===== src/sndp_cfg.svh =====
`ifndef SNDP_CFG_SVH
`define SNDP_CFG_SVH

// command codes
`define SNDP_CMD_SLEEP       8'hb9
`define SNDP_CMD_WAKE        8'hab
`define SNDP_CMD_SOFT_RESET  8'hff
`define SNDP_CMD_RESET_EN    8'h66
`define SNDP_CMD_RESET       8'h99

// bits in one command byte
`define SNDP_CMD_BITS        4'd8

// core clock and delays
`define SNDP_CLK_MHZ         10
`define SNDP_SLEEP_ENTRY_NS  3000
`define SNDP_WAKE_NS         30000
// longest times round down to whole cycles, with no floor of one cycle
`define SNDP_SLEEP_ENTRY_CYC ((`SNDP_SLEEP_ENTRY_NS * `SNDP_CLK_MHZ) / 1000)
`define SNDP_WAKE_CYC        ((`SNDP_WAKE_NS * `SNDP_CLK_MHZ) / 1000)

`endif


===== src/sndp_pkg.sv =====
package sndp_pkg;

    typedef enum logic [2:0] {
        ST_STANDBY  = 3'b000,
        ST_ENTERING = 3'b001,
        ST_SLEEP    = 3'b010,
        ST_WAKING   = 3'b011,
        ST_RESETTING = 3'b100
    } sndp_state_t;

    typedef enum logic [1:0] {
        HS_IDLE  = 2'b00,
        HS_SHIFT = 2'b01,
        HS_GAP   = 2'b10
    } sndp_hstate_t;

endpackage


===== src/sndp_if.sv =====
`timescale 1ns/1ps
// serial command link: host drives select, clock strobe and data bit
interface sndp_if;
    logic cs_n;      // chip select, active low
    logic sclk_en;   // one-cycle strobe: data bit valid, latch it
    logic sdi;       // serial data, msb first
    logic busy;      // operation in progress seen by host

    modport dev  (input cs_n, input sclk_en, input sdi, output busy);
    modport host (output cs_n, output sclk_en, output sdi, input busy);
endinterface


===== src/sndp_dev.sv =====
`timescale 1ns/1ps
`include "sndp_cfg.svh"
// Summary of operation
// - only the sleep command enters deep sleep
// - deep sleep drops write, program, erase commands
// - plain deselect gives standby, never deep sleep
// - asleep, only wake and resets are honoured
// - power-on reset always lands in standby
// - sleep runs only if select rises after bit eight; the device here also runs it after bit 18, 28 and so on
// - sleep entry waits the entry delay
// - sleep refused while array cycle busy
// - host wakes with a one-byte select frame
// - no command accepted during the wake delay
// - wake ignored while array cycle busy
// - host checks busy flag after waking; the host here only passes busy out on DEV_BUSY
// - reset pair ends sleep, restores power-on settings
// - entry delay at most 3 us
// - wake delay at most 30 us
module sndp_dev (
    input  wire logic CORE_CLK,
    input  wire logic NRST,
    sndp_if.dev       LINK,
    input  wire logic ARRAY_BUSY,
    output logic      CMD_STB,
    output logic [7:0] CMD_CODE,
    output logic      SOFT_RESET,
    output logic      POR_RESET,
    output logic      DEEP_SLEEP,
    output logic      LOW_POWER,
    output logic      CMD_BLOCKED
);
    sndp_pkg::sndp_state_t st_q;
    logic [7:0]  sh_q;
    logic [3:0]  cnt_q;
    logic        cs_n_q;
    logic        rst_armed_q;
    logic [15:0] tmr_q;
    logic        stb_q;
    logic [7:0]  code_q;
    logic        srst_q;
    logic        por_q;

    // frame tracking: the byte is complete once eight bits are in
    wire [7:0] sh_next   = {sh_q[6:0], LINK.sdi};
    wire       byte_full = (cnt_q == `SNDP_CMD_BITS);
    wire       cs_rise   = LINK.cs_n & ~cs_n_q;
    // a byte ends cleanly only when select rises with the count at eight: after 8 bits, or 18, 28 and so on once it wraps
    wire       frame_end = cs_rise & byte_full;
    wire       tmr_zero  = (tmr_q == 16'h0000);

    wire is_sleep = (sh_q == `SNDP_CMD_SLEEP);
    wire is_wake  = (sh_q == `SNDP_CMD_WAKE);
    wire is_srst  = (sh_q == `SNDP_CMD_SOFT_RESET);
    wire is_ren   = (sh_q == `SNDP_CMD_RESET_EN);
    wire is_rst   = (sh_q == `SNDP_CMD_RESET);
    wire asleep   = (st_q == sndp_pkg::ST_SLEEP) | (st_q == sndp_pkg::ST_ENTERING);
    wire reset_go = is_rst & rst_armed_q;

    // which complete frames do what
    wire do_sleep = frame_end & is_sleep & ~ARRAY_BUSY & (st_q == sndp_pkg::ST_STANDBY);
    wire do_wake  = frame_end & is_wake & ~ARRAY_BUSY & asleep;
    wire do_srst  = frame_end & is_srst & (st_q != sndp_pkg::ST_WAKING);
    wire do_por   = frame_end & reset_go & (st_q != sndp_pkg::ST_WAKING);
    // other commands pass on only in standby; asleep or waking they are dropped
    wire pass_cmd = frame_end & (st_q == sndp_pkg::ST_STANDBY) & ~is_sleep;

    assign CMD_STB     = stb_q;
    assign CMD_CODE    = code_q;
    assign SOFT_RESET  = srst_q;
    assign POR_RESET   = por_q;
    assign DEEP_SLEEP  = (st_q == sndp_pkg::ST_SLEEP);
    assign LOW_POWER   = (st_q == sndp_pkg::ST_SLEEP);
    assign CMD_BLOCKED = (st_q != sndp_pkg::ST_STANDBY);
    assign LINK.busy   = ARRAY_BUSY;

    // count clears while select stays high past its rise cycle; a ninth bit sets the count to 15, a tenth wraps it to 0
    always_ff @(posedge CORE_CLK or negedge NRST) begin
        if (!NRST) begin
            sh_q   <= 8'h00;
            cnt_q  <= 4'h0;
            cs_n_q <= 1'b1;
        end else begin
            cs_n_q <= LINK.cs_n;
            if (LINK.cs_n) begin
                if (cs_rise) cnt_q <= cnt_q; // keep byte for the frame_end decode
                else cnt_q <= 4'h0;
            end else if (LINK.sclk_en) begin
                sh_q  <= sh_next;
                cnt_q <= byte_full ? 4'hf : cnt_q + 4'd1; // ninth bit spoils frame
            end
        end
    end

    // reset-enable must be the frame directly before reset
    always_ff @(posedge CORE_CLK or negedge NRST) begin
        if (!NRST) rst_armed_q <= 1'b0;
        else if (cs_rise) rst_armed_q <= frame_end & is_ren;
    end

    // power state; async reset puts us in standby after power-up
    always_ff @(posedge CORE_CLK or negedge NRST) begin
        if (!NRST) begin
            st_q  <= sndp_pkg::ST_STANDBY;
            tmr_q <= 16'h0000;
        end else begin
            unique case (st_q)
                sndp_pkg::ST_STANDBY: begin
                    if (do_sleep) begin
                        st_q  <= sndp_pkg::ST_ENTERING;
                        tmr_q <= 16'(`SNDP_SLEEP_ENTRY_CYC) - 16'h0001;
                    end
                end
                sndp_pkg::ST_ENTERING, sndp_pkg::ST_SLEEP: begin
                    if (do_srst | do_por) begin
                        st_q <= sndp_pkg::ST_STANDBY;
                    end else if (do_wake) begin
                        st_q  <= sndp_pkg::ST_WAKING;
                        tmr_q <= 16'(`SNDP_WAKE_CYC) - 16'h0001;
                    end else if (st_q == sndp_pkg::ST_ENTERING) begin
                        if (tmr_zero) st_q <= sndp_pkg::ST_SLEEP;
                        else tmr_q <= tmr_q - 16'h0001;
                    end
                end
                sndp_pkg::ST_WAKING: begin
                    // commands dropped until the wake delay ends
                    if (tmr_zero) st_q <= sndp_pkg::ST_STANDBY;
                    else tmr_q <= tmr_q - 16'h0001;
                end
                default: st_q <= sndp_pkg::ST_STANDBY;
            endcase
        end
    end

    // one-cycle outputs to the core; resets are honoured in any state but waking
    always_ff @(posedge CORE_CLK or negedge NRST) begin
        if (!NRST) begin
            stb_q  <= 1'b0;
            code_q <= 8'h00;
            srst_q <= 1'b0;
            por_q  <= 1'b0;
        end else begin
            stb_q  <= pass_cmd;
            srst_q <= do_srst;
            por_q  <= do_por;
            if (pass_cmd) code_q <= sh_q;
        end
    end
endmodule


===== src/flat_wrapper.sv =====
// flat-port wrapper written by rule: the top's interface ports become plain ports
module sndp_dev_flat 
  (CORE_CLK, NRST, ARRAY_BUSY, CMD_STB, CMD_CODE, SOFT_RESET, POR_RESET, DEEP_SLEEP, LOW_POWER, CMD_BLOCKED, LINK_cs_n, LINK_sclk_en, LINK_sdi, LINK_busy);
  sndp_if LINK_i ();
  input  wire logic CORE_CLK;
  input  wire logic NRST;
  input  wire logic ARRAY_BUSY;
  output logic CMD_STB;
  output logic [7:0] CMD_CODE;
  output logic SOFT_RESET;
  output logic POR_RESET;
  output logic DEEP_SLEEP;
  output logic LOW_POWER;
  output logic CMD_BLOCKED;
  input wire logic [$bits(LINK_i.cs_n)-1:0] LINK_cs_n;
  input wire logic [$bits(LINK_i.sclk_en)-1:0] LINK_sclk_en;
  input wire logic [$bits(LINK_i.sdi)-1:0] LINK_sdi;
  output wire logic [$bits(LINK_i.busy)-1:0] LINK_busy;
  assign LINK_i.cs_n = LINK_cs_n;
  assign LINK_i.sclk_en = LINK_sclk_en;
  assign LINK_i.sdi = LINK_sdi;
  assign LINK_busy = LINK_i.busy;
  sndp_dev u_core (.CORE_CLK(CORE_CLK), .NRST(NRST), .LINK(LINK_i), .ARRAY_BUSY(ARRAY_BUSY), .CMD_STB(CMD_STB), .CMD_CODE(CMD_CODE), .SOFT_RESET(SOFT_RESET), .POR_RESET(POR_RESET), .DEEP_SLEEP(DEEP_SLEEP), .LOW_POWER(LOW_POWER), .CMD_BLOCKED(CMD_BLOCKED));
endmodule

===== config.mk =====
export PLATFORM = sky130hd
export DESIGN_NAME = sndp_dev_flat
export DESIGN_NICKNAME = d
export VERILOG_FILES = /design/src/sndp_pkg.sv /design/src/sndp_if.sv /design/src/sndp_dev.sv /design/src/flat_wrapper.sv
export VERILOG_INCLUDE_DIRS = /design/src
export SDC_FILE = /design/constraint.sdc
export NUM_CORES = 1
export LEC_CHECK = 0
export ABC_CLOCK_PERIOD_IN_PS = 6690
export BUFFER_PORTS_ARGS = -buffer_cell sky130_fd_sc_hd__buf_2
export CAP_MARGIN = 0
export CORE_MARGIN = 10
export CORE_UTILIZATION = 60
export CTS_BUF_LIST = sky130_fd_sc_hd__clkbuf_4 sky130_fd_sc_hd__clkbuf_8 sky130_fd_sc_hd__clkbuf_16
export CTS_CLUSTER_DIAMETER = 100
export DETAILED_ROUTE_END_ITERATION = 10
export PLACE_DENSITY = 0.89
export SYNTH_ARGS = -nofsm -noshare
export SYNTH_HDL_FRONTEND = slang
export SYNTH_SLANG_ARGS = --single-unit

===== constraint.sdc =====
create_clock -name CORE_CLK -period 6.69 [get_ports CORE_CLK]
set_input_delay 1.338 -clock CORE_CLK [delete_from_list [all_inputs] [get_ports CORE_CLK]]
set_output_delay 1.338 -clock CORE_CLK [all_outputs]
set_load 0.02 [all_outputs]

==> metrics.yaml, run 1 <==
netlist_area_sq_um: 2410
num_rows: 22
drive_above_1_share_pct: 20.8
synth-seq-cells: 43
slew_headroom_pct: 28.6
dpl.cell_count: 300
area_delta_synth_final_pct: 8.61
grt_setup_unrepaired: "no"
drv_cap: 0
grt.total_usage_pct: 14.3
clk_path_buf_depth: 2
dr_total_vias: 1953
critPathKind: "input port to flip-flop"
yosysWarnings: 0
grt_max_degree: 44
ant_nets: 0
drtIter0Drc: 156
setup_viol: 0
timing.fmax_mhz: 308
endpoint_kind: "flip-flop"
dpl.hpwl_mm: 3.50
port_buffers: 20
min_period_ns: 3.25
critPathMaxFanout: 23
num-fill-cells: 281
hold_violations: 0
layout.cells.non_filler: 308
synthFlopType: "dfrtp_1"
cts-resized-gates: 0
cts_setup_buffers: 0
skew_ns: 0.00894
antenna_found_initial: 0
yosys.area_share.simple_pct: 19.6
p_leak_nw: 1.21
start_kind: "input port"
required_ns: 6.88
root_buffer: "clkbuf_8"
coreArea_sq_um: 3770
synthArstFlopShare_pct: 100
nets: 275
finalCritPeriodShare_pct: 48.6
grt_pass1_vias: 1903
synth_compound_area_share_pct: 17.5
rrSetupSlack_ns: 3.92
die-area_sq_um: 6960
wirelength_mm: 5.07
synth_area_leader_cell: "dfrtp_1"
cts_buffers: 5
tightest_slew_ns: 1.07
synth_top_cell_area_share_pct: 43.6
vdd_drop_max_mv: 0.245
slew_viol_final: 0
numClockSinks: 43
diodes: 0
cts_tree: "yes"
clkSlewWorstSetupHoldPaths_ns: 0.09
worstHoldPathType: "flip-flop to flip-flop"
p_per_area_nw_per_um2: 432
cp.arrival_ns: 3.44
clock_latency_ns: 0.30
synth.area.mux_share_pct: 8.40
vias_per_cell: 6.34
firstDrtPassIters: 4
seq_area_frac_synth_pct: 44.7
htreeDepth: 2
syn_avg_cell_area_sq_um: 9.85
pin_count: 21
wire_per_inst_um: 16.4
synthTopCellsByCount: "42 x dfrtp_1, 17 x a21oi_1, 17 x mux2_2"
yosysMostFrequentCell: "dfrtp_1"
synth_nets: 261
ys_types: 49
synth_area_leaders: "dfrtp_1 44%, mux2_2 7.9%, ha_1 5.2%"
yosys.area_share.xor_xnor_pct: 0
synth_top_family_by_area: "simple AND/OR/NAND/NOR gates"
synth_edf_count: 0
fin_setup_tns_ns: 0
ctsHoldBuffers: 0
die_x_um: 83.4
synthAdderAreaFrac_pct: 5.19
drcViolationCount: 0
gp_congestion: 0.857
netlist_instances: 245
initial_core_util_pct: 64.0
die_h_um: 83.4
grt_first_pass_wirelength_mm: 8.58
grt_overflow_total: 0
status: "completed"
-- state kept, by name, indices dropped and copies added, names as in the netlist --
signal              count
u_core.tmr_q           16
u_core.cs_n_q           1
u_core.CMD_STB          1
u_core.sh_q             8
u_core.POR_RESET        1
u_core.st_q             2
u_core.cnt_q            4
u_core.rst_armed_q      1
u_core.CMD_CODE         8
u_core.SOFT_RESET       1
-- power breakdown --
part           internal, W  switching, W  total, W  leakage [nW]
logic             0.000205      0.000317  0.000522         0.596
clock network     0.000111     0.0000932  0.000204        0.0581
registers         0.000324     0.0000800  0.000404         0.561
total             0.000641      0.000490   0.00113          1.21
-- layout make-up --
cell class | instances | area, sq um | share of cell area [%]
well taps | 48 | 60.1 | 2.29
clock buffers | 5 | 68.8 | 2.63
clock inverters | 3 | 43.8 | 1.67
inverters | 13 | 48.8 | 1.86
flip-flops and latches | 43 | 1080 | 41.1
multi-input cells | 176 | 1220 | 46.6
repair buffers | 20 | 100 | 3.82
-- path summary, 6_finish.rpt --
| check | from | endpoint | cells past startpoint |
|---|---|---|---|
| hold reg to reg | u_core.CMD_CODE[6] | u_core.CMD_CODE[6] | 1 |
| max in group asynchronous | NRST | u_core.st_q[0] | 1 |
| setup / recovery | ARRAY_BUSY | u_core.tmr_q[15] | 7 |
| setup reg to reg | u_core.cnt_q[0] | u_core.tmr_q[15] | 8 |
| min in group asynchronous | NRST | u_core.st_q[1] | 1 |
| hold / removal | u_core.CMD_CODE[6] | u_core.CMD_CODE[6] | 1 |
-- metal layers --
metal  share of wire (%)  wire (um)  GRT usage, %
met1                  44       2210          16.5
met2                  49       2490          24.6
met3                 5.2        263          4.20
met4                 1.9         97          4.62
met5                   0          0             0
-- cell usage in the layout, fill, tap and decap left out, drive strengths merged, types with 2 or more instances in the layout --
cell / count
or4: 2
nand3: 5
nor4b: 3
o22a: 2
nor4: 3
nor2: 15
o41ai: 2
clkbuf: 5
o32a: 2
o21ai: 23
and3b: 2
inv: 13
nand2: 14
dfrtp: 42
and4: 3
buf: 20
a21oi: 17
nand4: 4
ha: 10
and3: 2
o31ai: 3
clkinv: 2
nor2b: 6
nand2b: 4
a31oi: 11
nor3: 7
o211ai: 2
or3: 4
or2: 3
mux2: 18
-- through the flow --
step / power [W] / util [%] / hold WS (ns) / setup WS [ns] / area, sq um
finish: 0.00113 / 69.5 / 0.506 / 3.44 / 2620
global route: 0.00122 / 69.5 / 0.524 / 3.32 / 2620
CTS: 0.00113 / 69.5 / 0.510 / 3.50 / 2620
detailed placement: 0.000917 / 66.5 / 0.492 / 3.26 / 2510
global placement: 0.000901 / 66.5 / 0.487 / 3.33 / 2510
floorplan: 0.000808 / - / 0.467 / 3.84 / 2410
-- logic make-up (layout without fill, tap and decap cells) --
| family | count (synthesis) | count (layout) |
|---|---|---|
| fa+ha+maj | 10 | 10 |
| compound gates | 68 | 68 |
| mux | 18 | 18 |
| buf+inv | 26 | 41 |
| flops | 43 | 43 |
| simple gates | 80 | 80 |
-- critical path: stages --
cell and delay (ns):
buf_2 0.11, nor4b_1 0.33, nand4_1 0.22, o21ai_1 0.24
o211ai_2 0.38, or2_1 0.48, o41ai_1 0.35
Power figures use the tool's default switching activity.
==> inputs of run 2 (changes only) <==
ABC_CLOCK_PERIOD_IN_PS = 2700   (was 6690)
CORE_UTILIZATION = 53   (was 60)
PLACE_DENSITY = 0.84   (was 0.89)
clock period = 2.7 ns   (was 6.69 ns; I/O delays follow)
==> run 2 against run 1 <==
Clock power rose by 110%; total power grew 140%; non-clock buffer count up 5; combinational power rose to 2.5 times the previous value; global-route usage shrank 0.54 points; first-iteration DRC count increased by 4.5%; clock skew decreased by 0.0011 ns; utilization shrank 9.2 points; cell area increased by 0.91%; critical path depth rose by 1; worst setup slack worse by 3.0 ns; critical endpoint unchanged.
==> metrics.yaml, run 2 (same netlist as run 1, synthesis figures left out) <==
grt_overflow_total: 0
swShare_pct: 44.5
final_area_sq_um: 2640
ff2ff_path_depth: 8
seq_power_share_pct: 36.2
power_w: 0.00276
slew_viol_final: 0
finalCritPeriodShare_pct: 84.8
drv_cap: 0
drive_above_1_share_pct: 22.3
dpl.hpwl_mm: 3.67
ctsHoldBuffers: 0
cts_setup_buffers: 0
timing.fmax_mhz: 437
vdd_drop_max_mv: 0.546
skew_ns: 0.00780
ant_nets: 0
vias_per_cell: 6.05
coreArea_sq_um: 4380
area_delta_synth_final_pct: 9.60
clk_path_buf_depth: 2
endpoint_kind: "flip-flop"
drtIter0Drc: 163
setup_ws_ns: 0.411
regMostFlops: "u_core.tmr_q"
port_buffers: 20
layout_common_cells: "42 x dfrtp_1, 20 x buf_2, 17 x a21oi_1, 17 x mux2_2, 15 x nor2_1"
worstHoldPathType: "input port to async pin"
reg2reg_to: "u_core.tmr_q[15]"
wirelength_mm: 5.06
critPathKind: "flip-flop to flip-flop"
clkSlewWorstSetupHoldPaths_ns: 0.09
r2r_start: "u_core.cnt_q[0]"
firstDrtPassIters: 4
nets: 280
antenna_found_initial: 0
die_x_um: 87.5
required_ns: 2.89
cts_tree: "yes"
rrSetupSlack_ns: 0.41
drcViolationCount: 0
p_leak_nw: 1.22
die_h_um: 87.5
grt_max_degree: 44
status: "completed"
cts_buffers: 5
postPlaceCellArea_sq_um: 2550
min_period_ns: 2.29
cts-resized-gates: 0
grt.total_usage_pct: 13.8
largest_reg_flops: 16
die-area_sq_um: 7650
wire_per_inst_um: 16.0
switchingPower_w: 0.00123
initial_core_util_pct: 55.0
setup_viol: 0
grt_pass1_vias: 1927
htreeDepth: 2
grt_first_pass_wirelength_mm: 8.74
grt_setup_unrepaired: "no"
numClockSinks: 43
dr_total_vias: 1917
diodes: 0
gp_congestion: 0.917
cp.arrival_ns: 2.48
critPathMaxFanout: 9
fin_setup_tns_ns: 0
hold_violations: 0
p_per_area_nw_per_um2: 1050
clock_latency_ns: 0.30
clockPowerShare_pct: 15.5
start_kind: "flip-flop"
pin_count: 21
tightest_slew_ns: 0.951
num_rows: 24
final_common_cell: "dfrtp_1"
post-place-ws_ns: 0.445
slew_headroom_pct: 36.6
root_buffer: "clkbuf_8"
p_comb_share_pct: 48.3
internal_power_w: 0.00153
run 2: how the worst max path moves through the flow:
stage	from	end	depth (start not counted)
floorplan	u_core.tmr_q[3]	u_core.st_q[0]	6
global placement	ARRAY_BUSY	u_core.tmr_q[15]	7
detailed placement	LINK_cs_n	u_core.tmr_q[15]	7
CTS	u_core.cnt_q[0]	u_core.tmr_q[15]	8
global route	u_core.cnt_q[0]	u_core.tmr_q[15]	8
finish	u_core.cnt_q[0]	u_core.tmr_q[15]	8
run 2: layer usage:
layer / wire (um) / GRT usage (%)
met5: 0 / 0
met4: 53 / 4.35
met3: 235 / 3.75
met2: 2530 / 22.9
met1: 2240 / 16.7
run 2: layout make-up:
class                      count  area [sq um]
clock buffer                   5          68.8
clock inverter                 3          25.0
fill                         371          1740
inverter                      13          48.8
multi-input combinational    176          1220
sequential                    43          1080
tap                           52          65.1
timing repair buffer          25           138
run 2: power by group through the flow:
stage / Sequential, W / Combinational (W) / Clock, W
finish: 0.00100 / 0.00133 / 0.000427
global route: 0.00103 / 0.00148 / 0.000459
CTS: 0.000996 / 0.00132 / 0.000439
detailed placement: 0.00101 / 0.00132 / 0
global placement: 0.000999 / 0.00127 / 0
floorplan: 0.000954 / 0.00105 / 0
run 2: through the flow:
stage                     util, %  hold WS, ns  instances
after global routing         60.3        0.359        317
after detailed placement     58.2        0.492        309
after floorplan                 -        0.244        245
after CTS                    60.3        0.359        317
final                        60.3        0.366        317
after global placement       58.2        0.485        309
run 2: critical path, stage by stage, from the launching register on:
cell and delay, ns:
dfrtp_1 0.43, inv_1 0.07, ha_1 0.19, nor4b_1 0.25, nand4_1 0.24, o21ai_1 0.21, o211ai_2 0.10, or2_1 0.35
o41ai_1 0.34
==> inputs of run 3 (changes only) <==
ABC_AREA = 1   (was default)
ABC_CLOCK_PERIOD_IN_PS = 2000   (was 2700)
CORE_UTILIZATION = 54   (was 53)
PLACE_DENSITY = 0.85   (was 0.84)
clock period = 2 ns   (was 2.7 ns; I/O delays follow)
==> run 3 against run 2 <==
Synthesized cell count up 57%; critical path type unchanged; utilization is 4.7 points higher; largest cell class unchanged; critical endpoint is now u_core.tmr_q[4]; worst setup slack worse by 0.30 ns; combinational power grew 140%.
==> metrics.yaml, run 3 <==
status: "completed"
wl_met1_mm: 2.99
drtIter0Drc: 331
route.met3.wl_um: 495
die_x_um: 91.1
synth_edf_count: 0
met2_length_mm: 3.32
setup_viol: 0
grt_pass1_vias: 2408
vdd_drop_max_mv: 0.877
synth_nets: 400
worstHoldPathType: "input port to async pin"
antenna_found_initial: 0
multi_input_area_sq_um: 1500
synthArstFlopShare_pct: 100
highest_layer: "met4"
yosysWarnings: 0
ctsHoldBuffers: 0
cp.arrival_ns: 2.13
num-fill-cells: 434
finalCritPeriodShare_pct: 94.7
internal_power_w: 0.00249
area_delta_synth_final_pct: 14.5
required_ns: 2.24
clockPowerShare_pct: 11.8
clkSlewWorstSetupHoldPaths_ns: 0.09
ys_types: 33
p_per_area_nw_per_um2: 1650
gp_congestion: 0.977
fin_setup_tns_ns: 0
pin_count: 21
seq_power_share_pct: 26.4
coreArea_sq_um: 4820
slew_headroom_pct: 67.7
clock_latency_ns: 0.31
htreeDepth: 2
grt_max_degree: 26
synth.area.mux_share_pct: 0
synth_top_family_by_area: "simple AND/OR/NAND/NOR gates"
start_kind: "flip-flop"
largest_reg_flops: 16
synth_top_cell_area_share_pct: 38.5
regMostFlops: "u_core.tmr_q"
yosysMostFrequentCell: "nand2_1"
drcViolationCount: 0
synthAdderAreaFrac_pct: 4.58
die_h_um: 91.1
endpoint_kind: "flip-flop"
final_common_cell: "nand2_1"
swShare_pct: 52.0
drive_above_1_share_pct: 17.7
dpl.cell_count: 472
grt.total_usage_pct: 15.7
synthTopCellsByCount: "124 x nand2_1, 48 x nor2_1, 42 x dfrtp_1"
nets: 433
p_comb_share_pct: 61.8
critPathKind: "flip-flop to flip-flop"
drv_cap: 0
post-place-ws_ns: 0.115
synth_area_leader_cell: "dfrtp_1"
numClockSinks: 43
setup_ws_ns: 0.107
slew_viol_final: 0
yosys.area_share.xor_xnor_pct: 1.92
regArea_sq_um: 1080
die-area_sq_um: 8310
yosys.area_share.simple_pct: 39.1
dr_total_vias: 2625
netlist_instances: 384
layout.cells.non_filler: 485
critPathMaxFanout: 7
num_rows: 25
wirelength_mm: 6.90
ant_nets: 0
firstDrtPassIters: 6
synth_compound_area_share_pct: 7.60
vias_per_cell: 5.41
diodes: 0
switchingPower_w: 0.00269
root_buffer: "clkbuf_8"
synth_area_leaders: "dfrtp_1 38%, nand2_1 17%, nand3_1 7.1%"
cts_buffers: 5
synth-seq-cells: 43
port_buffers: 20
tightest_slew_ns: 0.484
cts_tree: "yes"
grt_first_pass_wirelength_mm: 11.2
wire_per_inst_um: 14.2
layout_common_cells: "121 x nand2_1, 48 x nor2_1, 42 x dfrtp_1"
timing.fmax_mhz: 528
netlist_area_sq_um: 2730
dpl.hpwl_mm: 4.83
synthFlopType: "dfrtp_1"
min_period_ns: 1.89
seq_area_frac_synth_pct: 39.4
p_leak_nw: 1.66
grt_overflow_total: 0
hold_violations: 0
clk_path_buf_depth: 2
skew_ns: 0.00935
initial_core_util_pct: 56.7
syn_avg_cell_area_sq_um: 7.12
[run 3: layer usage]
layer / global-route usage (%) / vias up
met3: 3.05 / 11
met1: 20.3 / 1207
li1: - / 1294
met5: 0 / -
met4: 5.09 / 0
met2: 25.8 / 113
[run 3: critical path, cell delays in order, from the launching register on]
cell	delay, ns
dfrtp_1	0.41
inv_1	0.08
ha_1	0.15
nand2_2	0.07
nor2_4	0.13
nand2_4	0.09
nor2_4	0.16
nand3_2	0.09
nand2_2	0.11
nand2_2	0.08
nand4_1	0.17
buf_6	0.15
nand2_1	0.05
o21ai_0	0.07
[run 3: path summary, 6_finish.rpt]
| path | startpoint | end | slack (ns) | cells after the start |
|---|---|---|---|---|
| worst max-delay path | u_core.cnt_q[1] | u_core.tmr_q[4] | 0.11 | 13 |
| worst max register to register | u_core.cnt_q[1] | u_core.tmr_q[4] | 0.11 | 13 |
| worst min register to register | u_core.CMD_CODE[0] | u_core.CMD_CODE[0] | 0.49 | 2 |
| worst min-delay path | NRST | u_core.tmr_q[4] | 0.04 | 1 |
| min in group CORE_CLK | LINK_cs_n | u_core.cs_n_q | 0.20 | 1 |
| max in group asynchronous | NRST | u_core.cs_n_q | 1.40 | 2 |
[run 3: cell families after synthesis]
| family | count (synthesis) |
|---|---|
| AO/OA/AOI/OAI | 38 |
| buffers and inverters | 47 |
| flip-flops | 43 |
| AND/OR/NAND/NOR | 240 |
| XOR/XNOR | 6 |
| adder cells (fa/ha/maj) | 10 |
[run 3: cell type report]
| type | instances | area share [%] |
|---|---|---|
| clock inverter | 2 | 0.520 |
| multi-input combinational | 295 | 47.9 |
| clock buffer | 6 | 2.64 |
| tap | 67 | 2.68 |
| sequential | 43 | 34.4 |
| timing repair buffer | 35 | 7.44 |
| inverter | 37 | 4.44 |
[run 3: metrics by stage]
stage / util (%) / hold WS (ns) / power (W) / area [sq um]
floorplan: - / 0.104 / 0.00364 / 2730
global placement: 61.2 / 0.391 / 0.00428 / 2950
detailed placement: 61.2 / 0.390 / 0.00433 / 2950
CTS: 63.3 / 0.0602 / 0.00497 / 3050
global route: 65.0 / 0.0646 / 0.00566 / 3130
finish: 65.0 / 0.0410 / 0.00518 / 3130
[run 3: repair_timing]
item	in CTS	in global routing
resized for setup	0	12
endpoints found under the setup margin	0	18
setup buffers	0	4
[run 3: power by group through the flow]
stage / Combinational [W] / Clock (W) / Sequential, W
after CTS: 0.00300 / 0.000616 / 0.00135
final: 0.00320 / 0.000611 / 0.00137
after global routing: 0.00362 / 0.000650 / 0.00140
after global placement: 0.00292 / 0 / 0.00136
after detailed placement: 0.00297 / 0 / 0.00137
after floorplan: 0.00233 / 0 / 0.00132
